### src/pdc_pkg.sv
// constants and types for the synthesizer divider and oscillator calibration block
// Operation
// - feedback divider correct for either prescaler without changing integer or fraction
// - device derives swallow and main counts itself, not host visible
// - calibration starts as soon as enable is written to one, unless bypass is set
// - calibration picks oscillator and trim matching tuning level, accuracy selectable
// - calibration clock is detector rate scaled by select field, 0.1 to 1 MHz
// - counter overflow during calibration sets a sticky error flag
// - automatic choice within 17 calibration cycles, trim only within 13
// - calibration results read only through readback, not manual fields
// - bypass uses written oscillator and trim fields directly
// - after calibration the loop returns to the phase detector
// - outputs disabled after power-up until host enables them
// - external oscillator enable powers buffer, replaces internal ones, loop stays active
// - readback bit 12 carries calibration overflow flag
// - readback bits 20..15 trim and 23..22 oscillator outside test mode
package pdc_pkg;
	localparam logic [4:0] OFS_DIV = 5'h00;
	localparam logic [4:0] OFS_FRAC = 5'h04;
	localparam logic [4:0] OFS_CTRL = 5'h08;
	localparam logic [4:0] OFS_MANUAL = 5'h0c;
	localparam logic [4:0] OFS_FRACCFG = 5'h10;
	localparam logic [4:0] OFS_CMD = 5'h14;
	localparam logic [4:0] OFS_READBACK = 5'h18;
	localparam logic [4:0] OFS_STATUS = 5'h1c;
	// div register: reference divider [12:0], integer value [31:16]
	localparam int REF_LSB = 0;
	localparam int INT_LSB = 16;
	// ctrl register fields
	localparam int CTL_TXDIV = 0;
	localparam int CTL_PLLDIV = 2;
	localparam int CTL_PRSC = 4;
	localparam int CTL_CALCLK = 5;
	localparam int CTL_ACC = 9;
	localparam int CTL_CALREF = 10;
	localparam int CTL_OSCMODE = 13;
	localparam int CTL_EXTOSC = 14;
	localparam int CTL_EXTNEG = 15;
	localparam int CTL_BYPASS = 16;
	localparam int CTL_TEST = 17;
	localparam int CTL_CNTSEL = 18;
	localparam int CTL_RFEN = 19;
	localparam int CTL_LOEN = 20;
	localparam int CTL_W = 21;
	// manual register: trim [5:0], oscillator [9:8]
	localparam int MAN_OSC = 8;
	// fraccfg register fields
	localparam int FC_OFSEN = 0;
	localparam int FC_DITH = 1;
	localparam int FC_ORD = 2;
	localparam int FC_DSEL = 4;
	localparam int FC_DEL = 5;
	localparam int FC_LOCKOFS = 7;
	localparam int FC_POL = 8;
	localparam int FC_W = 9;
	// readback fields
	localparam int RB_OVF = 12;
	localparam int RB_CNT = 13;
	localparam int RB_TRIM = 15;
	localparam int RB_OSC = 22;
	localparam int RB_CNTSEL = 31;
	localparam logic [CTL_W-1:0] CTL_RST = 21'h000000;
	localparam logic [9:0] MAN_RST = 10'h020;
	localparam logic [FC_W-1:0] FC_RST = 9'h000;
	localparam logic [31:0] DIV_RST = 32'h00500001;
	localparam logic [17:0] CNT_MAX = 18'h3ffff;
	localparam logic [17:0] CAL_CNT_LIMIT = 18'h003ff;
	localparam logic [7:0] PRSC_HI_NUM = 8'h08;
	localparam logic [7:0] PRSC_LO_NUM = 8'h04;
	localparam logic [2:0] IDX_AUTO = 3'h7;
	localparam logic [2:0] IDX_MANUAL = 3'h5;
	typedef enum logic [1:0] {
		PDC_IDLE = 2'b00,
		PDC_TRY = 2'b01,
		PDC_SETTLE = 2'b10,
		PDC_DONE = 2'b11
	} pdc_cal_st_t;
endpackage

### src/pdc_tick_if.sv
// calibration clock tick link between the register block and the scaler
`timescale 1ns/1ps
interface pdc_tick_if;
	logic pfd_tick;
	logic [3:0] scale_sel;
	logic cal_tick;
	modport scaler (input pfd_tick, input scale_sel, output cal_tick);
	modport user (output pfd_tick, output scale_sel, input cal_tick);
endinterface

### src/pdc_cal_clk.sv
// calibration clock scaler: detector ticks scaled by the select field
`timescale 1ns/1ps
module pdc_cal_clk
	import pdc_pkg::*;
(
	input wire logic clk_sys_i,
	input wire logic rst_i,
	pdc_tick_if.scaler tk
);
	logic [7:0] cnt_ff;
	logic [7:0] nxt_cnt;
	logic [7:0] limit;
	logic tick_ff;
	logic wrap;
	// sel 0..7 divides by 1,2,4..128; bit 3 is ignored, so sel 8..15 divide the same as sel 0..7
	assign limit = (8'h01 << tk.scale_sel[2:0]) - 8'h01;
	assign wrap = (cnt_ff >= limit);
	assign nxt_cnt = wrap ? 8'h00 : cnt_ff + 8'h01;
	assign tk.cal_tick = tick_ff;
	always_ff @(posedge clk_sys_i) begin
		if (rst_i) begin
			cnt_ff <= 8'h00;
			tick_ff <= 1'b0;
		end else begin
			tick_ff <= 1'b0;
			if (tk.pfd_tick) begin
				cnt_ff <= nxt_cnt;
				tick_ff <= wrap;
			end
		end
	end
endmodule

### src/pdc_top.sv
// divider configuration and oscillator calibration engine with register port
//
// Our own choices: strobed register access and the placing of the registers.
`timescale 1ns/1ps
module pdc_top
	import pdc_pkg::*;
(
	input wire logic clk_sys_i,
	input wire logic rst_i,
	input wire logic [4:0] reg_addr_i,
	input wire logic [31:0] reg_wdata_i,
	input wire logic reg_wr_i,
	input wire logic reg_rd_i,
	output logic [31:0] reg_rdata_o,
	input wire logic pfd_tick_i,
	input wire logic fn_tick_i,
	input wire logic tune_above_ref_i,
	output logic [12:0] reference_divider_o,
	output logic [15:0] feedback_integer_value_o,
	output logic [24:0] feedback_fraction_word_o,
	output logic prescaler_ratio_select_o,
	output logic [1:0] tx_div_sel_o,
	output logic [1:0] pll_div_sel_o,
	output logic [12:0] main_count_o,
	output logic [2:0] swallow_count_o,
	output logic [2:0] cal_ref_level_o,
	output logic [1:0] vco_select_o,
	output logic [5:0] cap_trim_o,
	output logic cal_mode_o,
	output logic vco_force_o,
	output logic vco_force_low_o,
	output logic ext_buffer_power_o,
	output logic int_vco_power_o,
	output logic external_gain_polarity_o,
	output logic loop_active_o,
	output logic rf_out_enable_o,
	output logic lo_out_enable_o,
	output logic [FC_W-1:0] frac_cfg_o
);
	logic [31:0] div_ff;
	logic [24:0] frac_ff;
	logic [CTL_W-1:0] ctl_ff;
	logic [9:0] man_ff;
	logic [FC_W-1:0] fc_ff;
	logic [31:0] rdata_ff;
	pdc_cal_st_t st_ff;
	pdc_cal_st_t nxt_st;
	logic [7:0] trial_ff;
	logic [2:0] idx_ff;
	logic settle_ff;
	logic ovf_ff;
	logic done_ff;
	logic [17:0] cnt_ff;
	logic [17:0] cnt_snap_ff;
	logic [1:0] res_vco_ff;
	logic [5:0] res_trim_ff;
	pdc_tick_if tk ();

	pdc_cal_clk u_cal_clk (
		.clk_sys_i(clk_sys_i),
		.rst_i(rst_i),
		.tk(tk)
	);

	// register decode
	wire wr_div = reg_wr_i && (reg_addr_i == OFS_DIV);
	wire wr_frac = reg_wr_i && (reg_addr_i == OFS_FRAC);
	wire wr_ctl = reg_wr_i && (reg_addr_i == OFS_CTRL);
	wire wr_man = reg_wr_i && (reg_addr_i == OFS_MANUAL);
	wire wr_fc = reg_wr_i && (reg_addr_i == OFS_FRACCFG);
	wire cal_req = reg_wr_i && (reg_addr_i == OFS_CMD) && reg_wdata_i[0];
	wire cal_tick = tk.cal_tick;
	wire busy = (st_ff != PDC_IDLE) && (st_ff != PDC_DONE);
	wire bypass = ctl_ff[CTL_BYPASS];
	wire test_mode = ctl_ff[CTL_TEST];
	wire auto_osc = !ctl_ff[CTL_OSCMODE];
	wire long_settle = ctl_ff[CTL_ACC];
	// a calibration request while bypassed is ignored
	wire cal_start = cal_req && !bypass;
	wire [2:0] start_idx = auto_osc ? IDX_AUTO : IDX_MANUAL;
	wire [7:0] start_trial = auto_osc ? 8'h80 : {man_ff[MAN_OSC+1:MAN_OSC], 6'h20};
	wire [7:0] bit_mask = 8'h01 << idx_ff;
	wire [7:0] next_mask = 8'h01 << (idx_ff - 3'h1);
	wire decide = (st_ff == PDC_SETTLE) && cal_tick && (settle_ff || !long_settle);
	wire last_bit = (idx_ff == 3'h0);
	// keep the trial bit while the tuning level still sits above the reference
	wire [7:0] kept = tune_above_ref_i ? trial_ff : (trial_ff & ~bit_mask);
	wire cnt_sat = (cnt_ff == CNT_MAX);
	wire cal_ovf = busy && (cnt_ff >= CAL_CNT_LIMIT);

	// swallow and main counts follow the prescaler numerator
	wire [15:0] feedback_integer_value = div_ff[INT_LSB+15:INT_LSB];
	wire prsc_hi = ctl_ff[CTL_PRSC];
	// 4/5 is only used below 56, so the dropped top quotient bit is zero there
	assign main_count_o = prsc_hi ? feedback_integer_value[15:3] : feedback_integer_value[14:2];
	assign swallow_count_o = prsc_hi ? feedback_integer_value[2:0] : {1'b0, feedback_integer_value[1:0]};

	assign tk.pfd_tick = pfd_tick_i;
	assign tk.scale_sel = ctl_ff[CTL_CALCLK+3:CTL_CALCLK];

	// readback word
	wire [31:0] rb_cal = ({30'h0, res_vco_ff} << RB_OSC) | ({26'h0, res_trim_ff} << RB_TRIM);
	wire [31:0] rb_test = ({14'h0, cnt_snap_ff} << RB_CNT) | ({31'h0, ctl_ff[CTL_CNTSEL]} << RB_CNTSEL);
	wire [31:0] rb_word = (test_mode ? rb_test : rb_cal) | ({31'h0, ovf_ff} << RB_OVF);
	wire [31:0] status_word = {29'h0, ovf_ff, done_ff, busy};
	logic [31:0] rd_mux;
	always_comb begin
		case (reg_addr_i)
			OFS_DIV: rd_mux = div_ff;
			OFS_FRAC: rd_mux = {7'h0, frac_ff};
			OFS_CTRL: rd_mux = {11'h0, ctl_ff};
			OFS_MANUAL: rd_mux = {22'h0, man_ff};
			OFS_FRACCFG: rd_mux = {23'h0, fc_ff};
			OFS_READBACK: rd_mux = rb_word;
			OFS_STATUS: rd_mux = status_word;
			default: rd_mux = 32'h0;
		endcase
	end

	// configuration registers
	always_ff @(posedge clk_sys_i) begin
		if (rst_i) begin
			div_ff <= DIV_RST;
			frac_ff <= 25'h0;
			ctl_ff <= CTL_RST;
			man_ff <= MAN_RST;
			fc_ff <= FC_RST;
			rdata_ff <= 32'h0;
		end else begin
			if (wr_div) begin
				div_ff <= {reg_wdata_i[31:16], 3'h0, reg_wdata_i[12:0]};
			end
			if (wr_frac) begin
				frac_ff <= reg_wdata_i[24:0];
			end
			if (wr_ctl) begin
				ctl_ff <= reg_wdata_i[CTL_W-1:0];
			end
			if (wr_man) begin
				man_ff <= {reg_wdata_i[9:8], 2'h0, reg_wdata_i[5:0]};
			end
			if (wr_fc) begin
				fc_ff <= reg_wdata_i[FC_W-1:0];
			end
			rdata_ff <= reg_rd_i ? rd_mux : 32'h0;
		end
	end

	// calibration sequencer
	always_comb begin
		nxt_st = st_ff;
		case (st_ff)
			PDC_IDLE, PDC_DONE: begin
				if (cal_start) begin
					nxt_st = PDC_TRY;
				end
			end
			PDC_TRY: begin
				if (cal_tick) begin
					nxt_st = PDC_SETTLE;
				end
			end
			PDC_SETTLE: begin
				if (decide) begin
					nxt_st = last_bit ? PDC_DONE : PDC_SETTLE;
				end
			end
			default: nxt_st = PDC_IDLE;
		endcase
	end

	always_ff @(posedge clk_sys_i) begin
		if (rst_i) begin
			st_ff <= PDC_IDLE;
			trial_ff <= 8'h0;
			idx_ff <= 3'h0;
			settle_ff <= 1'b0;
		end else begin
			st_ff <= nxt_st;
			if (cal_start && !busy) begin
				trial_ff <= start_trial;
				idx_ff <= start_idx;
				settle_ff <= 1'b0;
			end else if (st_ff == PDC_SETTLE && cal_tick) begin
				settle_ff <= !decide;
				if (decide) begin
					trial_ff <= last_bit ? kept : (kept | next_mask);
					idx_ff <= last_bit ? idx_ff : idx_ff - 3'h1;
				end
			end
		end
	end

	// results, done and overflow flags
	always_ff @(posedge clk_sys_i) begin
		if (rst_i) begin
			res_vco_ff <= 2'h0;
			res_trim_ff <= 6'h0;
			done_ff <= 1'b0;
			ovf_ff <= 1'b0;
		end else begin
			if (decide && last_bit) begin
				res_vco_ff <= kept[7:6];
				res_trim_ff <= kept[5:0];
			end
			if (decide && last_bit) begin
				done_ff <= 1'b1;
			end else if (cal_start) begin
				done_ff <= 1'b0;
			end
			// a fresh overflow beats the clear at start
			if (cal_ovf) begin
				ovf_ff <= 1'b1;
			end else if (cal_start && !busy) begin
				ovf_ff <= 1'b0;
			end
		end
	end

	// divider cycle counter per calibration clock period
	always_ff @(posedge clk_sys_i) begin
		if (rst_i) begin
			cnt_ff <= 18'h0;
			cnt_snap_ff <= 18'h0;
		end else if (cal_tick) begin
			cnt_snap_ff <= cnt_ff;
			cnt_ff <= 18'h0;
		end else if (fn_tick_i && !cnt_sat) begin
			cnt_ff <= cnt_ff + 18'h1;
		end
	end

	assign reg_rdata_o = rdata_ff;
	assign reference_divider_o = div_ff[REF_LSB+12:REF_LSB];
	assign feedback_integer_value_o = feedback_integer_value;
	assign feedback_fraction_word_o = frac_ff;
	assign prescaler_ratio_select_o = prsc_hi;
	assign tx_div_sel_o = ctl_ff[CTL_TXDIV+1:CTL_TXDIV];
	assign pll_div_sel_o = ctl_ff[CTL_PLLDIV+1:CTL_PLLDIV];
	assign cal_ref_level_o = ctl_ff[CTL_CALREF+2:CTL_CALREF];
	assign frac_cfg_o = fc_ff;
	// bypass drives the written fields; otherwise trial while busy, result after
	assign vco_select_o = bypass ? man_ff[MAN_OSC+1:MAN_OSC] : (busy ? trial_ff[7:6] : res_vco_ff);
	assign cap_trim_o = bypass ? man_ff[5:0] : (busy ? trial_ff[5:0] : res_trim_ff);
	assign cal_mode_o = busy;
	assign loop_active_o = !busy;
	assign vco_force_o = test_mode;
	assign vco_force_low_o = ctl_ff[CTL_CNTSEL];
	assign ext_buffer_power_o = ctl_ff[CTL_EXTOSC];
	assign int_vco_power_o = !ctl_ff[CTL_EXTOSC];
	assign external_gain_polarity_o = ctl_ff[CTL_EXTNEG];
	assign rf_out_enable_o = ctl_ff[CTL_RFEN];
	assign lo_out_enable_o = ctl_ff[CTL_LOEN];
endmodule

### config.mk
export PLATFORM = sky130hd
export DESIGN_NAME = pdc_top
export DESIGN_NICKNAME = d
export VERILOG_FILES = /design/src/pdc_pkg.sv /design/src/pdc_tick_if.sv /design/src/pdc_cal_clk.sv /design/src/pdc_top.sv
export SDC_FILE = /design/constraint.sdc
export NUM_CORES = 1
export LEC_CHECK = 0
export BUFFER_PORTS_ARGS = -buffer_cell sky130_fd_sc_hd__buf_2
export CORE_MARGIN = 5
export CORE_UTILIZATION = 30
export DETAILED_ROUTE_END_ITERATION = 12
export REMOVE_ABC_BUFFERS = 1
export SKIP_LAST_GASP = 1
export SLEW_MARGIN = 20
export SYNTH_ARGS = -nofsm -noshare
export SYNTH_HDL_FRONTEND = slang
export SYNTH_HIERARCHICAL = 1
export SYNTH_SLANG_ARGS = --single-unit
### constraint.sdc
create_clock -name clk_sys_i -period 2.7 [get_ports clk_sys_i]
set_input_delay 0.54 -clock clk_sys_i [delete_from_list [all_inputs] [get_ports clk_sys_i]]
set_output_delay 0.54 -clock clk_sys_i [all_outputs]
set_load 0.05 [all_outputs]
==> metrics.md, run 1 <==
| Metric | Value |
|---|---|
| Die Span Y | `181 um` |
| Status | `complete, no violations` |
| Antenna Nets Post-Route | `0` |
| Largest net degree at the start of global routing | `91` |
| Placer congestion estimate | `0.851` |
| Worst VDD drop | `504 uV` |
| Share of cells above drive strength 1 | `23.7%` |
| Vias in the first global route | `7866` |
| Total gr overflow | `0` |
| Worst path arrival time | `1.89 ns` |
| N_diodes | `0` |
| Async SR Flop Fraction | `0%` |
| Mean post-synth cell area | `8.46 sq um` |
| Slowest stage delay, CP | `0.41 ns` |
| P per Cell Area | `596 nW/um^2` |
| Initial antenna violation count | `0` |
| Wire length per cell | `18.9 um` |
| Synth cell types | `68` |
| Hold Path Class | `in2reg` |
| Drt pass-1 iters | `5` |
| Lkg Pwr | `4.07 nW` |
| Hpwl dp | `21500 um` |
| Initial core utilization | `30.4%` |
| Worst setup SP type | `register` |
| RSZ-0062 raised after global routing | `false` |
| CTS tree | `done` |
| Post-Syn Area | `8750 sq um` |
| Vias post-DR | `8241` |
| Die area | `32700 sq um` |
| Hold buffers post-CTS | `0` |
| CTS Root Cell | `clkbuf_16` |
| Port Buf Inserts | `179` |
| Crit path max fanout | `14` |
| Crit path time final | `2.43 ns` |
| Total track usage | `17.6%` |
| Rel. slew slack | `27.2%` |
| First-pass GRT wire length | `46100 um` |
| Fillcell total | `3002` |
| Design area | `10600 sq um` |
| I/O pins | `180` |
| Hold Worst Slack | `0.327 ns` |
| Final Max Slew Viols | `0` |
| CTS sink cnt | `193` |
| Clock buffer count from CTS | `17` |
| Tcrit/Tclk final | `89.9%` |
| Syn Inst Count | `1035` |
| Sequential fraction of the synthesis area | `44.1%` |
| Ys Warns | `6` |
| Total chip power | `6.30 mW` |
| Max Fclk | `412 MHz` |
| Post-CTS setup buffers | `0` |
| Layout Nets | `1235` |
| Critical path's slowest cell | `ha_4` |
| First DRT Iteration DRCs | `744` |
| Vias per cell | `5.25` |
| Req. time, crit path | `2.16 ns` |
| Die W | `181 um` |
| Std cell rows | `62` |
| Placed inst area | `9940 sq um` |
| Max-cap violations | `0` |
| Routed WL | `29600 um` |
| Ys flop type | `dfxtp_1` |
| Seq cells post-synth | `193` |
| CP endpoint kind | `primary output` |
| Worst setup path class | `reg2out` |
| Clock tree buffer depth | `2` |
| Placeable core area | `28800 sq um` |
| Final count of hold timing violations | `0` |
| Area grow syn2layout | `20.9%` |
| Cell breakdown of the critical path | `inv_1 -> ha_4 -> mux2i_1 -> o21ai_0 -> buf_2` |
| Worst-Skew Late Latency | `0.45 ns` |
| Finish-stage setup viols | `0` |
| Reg clk slew, reported paths | `0.09 ns` |
| Worst slew pin tran | `1.09 ns` |
| Post-synth EDFFs | `0` |
| Drc violations | `0` |
| Most common cell after layout, fill and taps aside | `dfxtp_1` |
| Worst Skew | `0.0178 ns` |
| Commonest non-fill, non-tap cells in the layout | `dfxtp_1, nand2_1, buf_2, a21oi_1, nand3_1` |
| Htree depth | `4` |
==> worst max-delay path: cells and delay by family (launching register included) <==
| kind | cells | cell delay [ns] |
|---|---|---|
| adders and majority gates | 1 | 0.41 |
| DFF | 1 | 0.35 |
| buffers and inverters | 2 | 0.38 |
| AOI/OAI and AO/OA | 1 | 0.19 |
| muxes | 1 | 0.10 |
==> cells by family (layout without fill, tap and decap cells) <==
kind of cell	after synthesis	after routing	share of synthesized area, %
xor+xnor	8	8	0.800
other cells	1	1	0.0428
flops	193	193	44.1
simple gates	411	411	22.4
compound gates	246	246	17.5
mux	61	61	7.29
fa+ha+maj	18	18	2.57
buf+inv	97	248	5.27
==> final cells by class <==
| type | instances | area [sq um] | share of cell area [%] |
|---|---|---|---|
| Multi-Input combinational cell | 745 | 4460 | 42.2 |
| Sequential cell | 193 | 3860 | 36.5 |
| Timing Repair Buffer | 203 | 1100 | 10.4 |
| Tap cell | 384 | 480 | 4.54 |
| Clock buffer | 17 | 425 | 4.02 |
| Clock inverter | 15 | 198 | 1.87 |
| Inverter | 13 | 48.8 | 0.461 |
==> through the flow <==
stage               utilization [%]  cells  TNS (ns)  setup slack (ns)
floorplan                         -    951     -2.62            -0.328
global placement               34.5   1538         0             0.514
detailed placement             34.5   1538         0             0.444
CTS                            36.7   1570         0             0.131
global route                   36.8   1570         0             0.130
finish                         36.8   1570         0             0.272
==> state kept, by name, summed over array words and instances, names as in the netlist, 2 cells and up <==
signal and count:
cnt_ff 18, cnt_snap_ff 18, ctl_ff 21, div_ff 29
feedback_fraction_word_o 25, frac_cfg_o 9, idx_ff 3, man_ff 8
reg_rdata_o 32, res_trim_ff 6, res_vco_ff 2, st_ff 2
trial_ff 8, u_cal_clk/cnt_ff 8
==> cell usage after synthesis (13+ instances only) <==
cell type	n	area share [%]
nor2_1	50	2.1
o21ai_0	22	1.3
mux2i_1	39	4.5
a21oi_1	134	7.7
buf_2	24	1.4
nand3_1	95	5.4
ha_1	18	2.6
dfxtp_1	193	44
inv_1	13	0.56
mux2_2	22	2.8
clkbuf_1	37	1.6
a22oi_1	34	2.9
nand2_1	185	7.9
==> final timing paths <==
check                       start  depth (start not counted)  slack [ns]             endpoint
setup / recovery         st_ff[0]                          5        0.27        cap_trim_o[4]
hold / removal    reg_wdata_i[25]                          3        0.33           div_ff[25]
setup reg to reg        ctl_ff[6]                          6        0.75  u_cal_clk/cnt_ff[1]
hold reg to reg         ctl_ff[8]                          2        0.46            ctl_ff[8]
==> report_power, final <==
part | internal (mW) | total, mW | switching [mW]
Sequential | 2.88 | 2.92 | 0.0383
Clock | 1.27 | 2.59 | 1.33
Combinational | 0.257 | 0.793 | 0.537
==> routing by layer <==
metal | wire [um] | GRT usage, % | share of wire [%] | vias up
met3 | 2350 | 4.32 | 7.9 | 38
met1 | 13500 | 24.9 | 45 | 3936
li1 | - | - | - | 3951
met5 | 0 | 0 | 0 | -
met2 | 13300 | 27.0 | 45 | 316
met4 | 535 | 4.69 | 1.8 | 0
==> what timing repair did <==
action                                  in CTS  in global routing
endpoints found under the setup margin       8                  2
resized for setup                            1                  1
cloned                                       0                  0
No activity file was read; power rests on OpenSTA's default activity.
==> inputs of run 2 (changes only) <==
ABC_AREA = 1   (was unset)
==> metrics.md, run 2 <==
| Metric | Value |
|---|---|
| Status | `complete, no violations` |
| First-pass GRT wire length | `45400 um (-1.5%)` |
| CP endpoint kind | `primary output` |
| Ys flop type | `dfxtp_1` |
| Worst setup SP type | `register` |
| Reg clk slew, reported paths | `0.07 ns (-0.02 ns)` |
| Initial core utilization | `30.5% (+0.11 points)` |
| Placeable core area | `28800 sq um (unchanged)` |
| Vias in the first global route | `7862 (-0.051%)` |
| Post-place setup slack | `0.533 ns (+0.0898 ns)` |
| NetSw | `1.72 mW (-9.4%)` |
| Hold Worst Slack | `0.339 ns (+0.0116 ns)` |
| Wire length per cell | `17.3 um (-8.4%)` |
| Post-synth EDFFs | `0 (unchanged)` |
| Critical path's slowest cell | `dfxtp_1` |
| Max-cap violations | `0 (unchanged)` |
| Std cell rows | `62 (unchanged)` |
| Async SR Flop Fraction | `0% (unchanged)` |
| Port Buf Inserts | `179 (unchanged)` |
| I/O pins | `180 (unchanged)` |
| Yosys top cell area share | `44.0% (-0.16 points)` |
| Clock tree buffer depth | `2 (unchanged)` |
| Hold buffers post-CTS | `0 (unchanged)` |
| Max reg flops | `32 (unchanged)` |
| Hold Path Class | `in2reg` |
| Top cells by area, synth | `dfxtp_1, nand2_1, a21oi_1` |
| Area leader, netlist | `dfxtp_1` |
| Worst setup path class | `reg2out` |
| Post-route setup TNS | `0 ns (unchanged)` |
| CTS sink cnt | `193 (unchanged)` |
| Cell breakdown of the critical path | `inv_1 -> ha_1 -> inv_1 -> buf_4 -> o21ai_0 -> a21oi_1 -> a21oi_2 -> clkbuf_4` |
| Most frequent CP cell | `inv_1` |
| Largest net degree at the start of global routing | `44 (-52%)` |
| Total track usage | `17.6% (-0.074 points)` |
| RSZ-0062 raised after global routing | `false` |
| Post-CTS setup buffers | `0 (unchanged)` |
| Final count of hold timing violations | `0 (unchanged)` |
| P per Cell Area | `600 nW/um^2 (+0.77%)` |
| Synth cell types | `46 (-32%)` |
| Tcrit/Tclk final | `94.8% (+4.9 points)` |
| N_diodes | `0 (unchanged)` |
| Sequential fraction of the synthesis area | `44.0% (-0.16 points)` |
| Htree depth | `4 (unchanged)` |
| Vias per cell | `4.88 (-7.0%)` |
| Crit path max fanout | `9 (-5)` |
| First DRT Iteration DRCs | `796 (+7.0%)` |
| Mean post-synth cell area | `7.41 sq um (-12%)` |
| Seq cells post-synth | `193 (unchanged)` |
| Post-Syn Area | `8790 sq um (+0.37%)` |
| Drt pass-1 iters | `5 (unchanged)` |
| Synth top cells by count | `nand2_1, dfxtp_1, a21oi_1` |
| Req. time, crit path | `2.16 ns (about the same)` |
| Drc violations | `0 (unchanged)` |
| Die Span Y | `181 um (+0.17%)` |
| Commonest non-fill, non-tap cells in the layout | `nand2_1, dfxtp_1, buf_2, a21oi_1, o21ai_0` |
| Worst Skew | `0.00805 ns (-0.00971 ns)` |
| Total gr overflow | `0 (unchanged)` |
| Vias post-DR | `8460 (+2.7%)` |
| Total chip power | `6.35 mW (+0.70%)` |
| Placer congestion estimate | `0.864 (+1.5%)` |
| Comb power frac | `11.6% (-1.0 points)` |
| Syn Inst Count | `1186 (+15%)` |
| Setup ws final | `0.139 ns (-0.133 ns)` |
| Worst path arrival time | `2.02 ns (+0.13 ns)` |
| Final Max Slew Viols | `0 (unchanged)` |
| Finish-stage setup viols | `0 (unchanged)` |
| Area grow syn2layout | `20.3%` |
| Ys Warns | `6 (unchanged)` |
| Initial antenna violation count | `5 (+5)` |
| P_int | `4.62 mW (+5.0%)` |
| Most frequent cell after synthesis | `nand2_1` |
| Antenna Nets Post-Route | `0 (unchanged)` |
| Clock buffer count from CTS | `17 (unchanged)` |
| Routed WL | `30000 um (+1.1%)` |
| Clk pwr share | `42.0% (+0.9 points)` |
| Worst-Skew Late Latency | `0.44 ns (about the same)` |
| Lkg Pwr | `4.41 nW (+8.6%)` |
| CTS Root Cell | `clkbuf_16` |
| Worst slew pin tran | `0.778 ns (-0.314 ns)` |
| Die W | `181 um (+0.17%)` |
| Sequential fraction of design power | `46.4% (about the same)` |
| Slowest stage delay, CP | `0.33 ns (-0.08 ns)` |
| Most common cell after layout, fill and taps aside | `nand2_1` |
| Net Sw Frac | `27.1% (-3.0 points)` |
| Worst VDD drop | `454 uV (-9.8%)` |
| Share of cells above drive strength 1 | `20.0% (-3.7 points)` |
| Die area | `32800 sq um (+0.35%)` |
| Hpwl dp | `22000 um (+2.3%)` |
| Max Fclk | `391 MHz (-5.2%)` |
| Rel. slew slack | `48.0% (+21 points)` |
| CTS tree | `done` |
| Crit path time final | `2.56 ns (+0.133 ns)` |
| Layout Nets | `1398 (+13%)` |
run 2: cell count changes in the layout (fill, tap and decap cells not counted), moves of 11 or more:
cell | previous run | this run
nor2_1 | 50 | 106
nand2_1 | 185 | 213
and2_1 | 11 | 0
a21oi_1 | 134 | 152
nand3_1 | 95 | 55
xor2_1 | 3 | 17
o21ai_0 | 22 | 132
o22ai_1 | 1 | 12
mux2i_1 | 39 | 1
inv_1 | 13 | 119
mux2_2 | 22 | 0
a22oi_1 | 34 | 11
run 2: path summary, 6_finish.rpt:
check                           slack (ns)               to            start  cells after the start
worst max-delay path                  0.14    cap_trim_o[0]         st_ff[0]                      8
worst min-delay path                  0.34       div_ff[25]  reg_wdata_i[25]                      3
worst max register to register        0.71    res_vco_ff[1]        idx_ff[0]                      8
worst min register to register        0.47  reg_rdata_o[28]  cnt_snap_ff[15]                      2
run 2: final cells by class:
| cell class | instances | area (sq um) |
|---|---|---|
| clock buffer | 22 | 464 |
| clock inverter | 10 | 149 |
| fill | 3054 | 18200 |
| inverter | 130 | 490 |
| multi-input combinational | 795 | 4060 |
| sequential | 193 | 3860 |
| tap | 384 | 480 |
| timing repair buffer | 199 | 1070 |
run 2: power by group through the flow:
stage | combinational (mW) | clock, mW | sequential (mW)
final | 0.737 | 2.66 | 2.94
after global routing | 0.803 | 2.82 | 2.95
after CTS | 0.738 | 2.71 | 2.94
after detailed placement | 0.734 | 0 | 3.01
after global placement | 0.728 | 0 | 3.01
after floorplan | 0.388 | 0 | 3.05
run 2: layer usage:
| layer | wire (um) | vias to the layer above | share of wire [%] | global-route usage [%] |
|---|---|---|---|---|
| met3 | 1700 | 58 | 5.7 | 4.16 |
| met1 | 13200 | 3931 | 44 | 22.5 |
| met5 | 86 | - | 0.29 | 0 |
| met2 | 14000 | 263 | 47 | 28.8 |
| li1 | - | 4198 | - | - |
| met4 | 931 | 10 | 3.1 | 6.60 |
run 2: logic make-up after synthesis:
group / synth area share, %
AND/OR/NAND/NOR: 20.5
AO/OA/AOI/OAI: 20.9
buffers and inverters: 9.95
flip-flops: 44.0
XOR/XNOR: 1.89
adder cells (fa/ha/maj): 2.56
other: 0.0427
multiplexers: 0.114
run 2: worst max-delay path: cells and delay by family, from the launching register on:
family | cells | cell delay, ns
buffers and inverters | 4 | 0.54
DFF | 1 | 0.33
AOI/OAI and AO/OA | 3 | 0.42
adders and majority gates | 1 | 0.29
run 2: metrics by stage:
stage	cells	instance area, sq um	util (%)
final	1733	10600	36.7
after global routing	1733	10600	36.7
after CTS	1733	10600	36.7
after detailed placement	1701	9940	34.5
after global placement	1701	9940	34.5
after floorplan	1118	8400	-
run 2: timing repair:
item,in CTS,in global routing
resized for setup,0,8
endpoints found under the setup margin,0,4
endpoints found under the hold margin,0,0
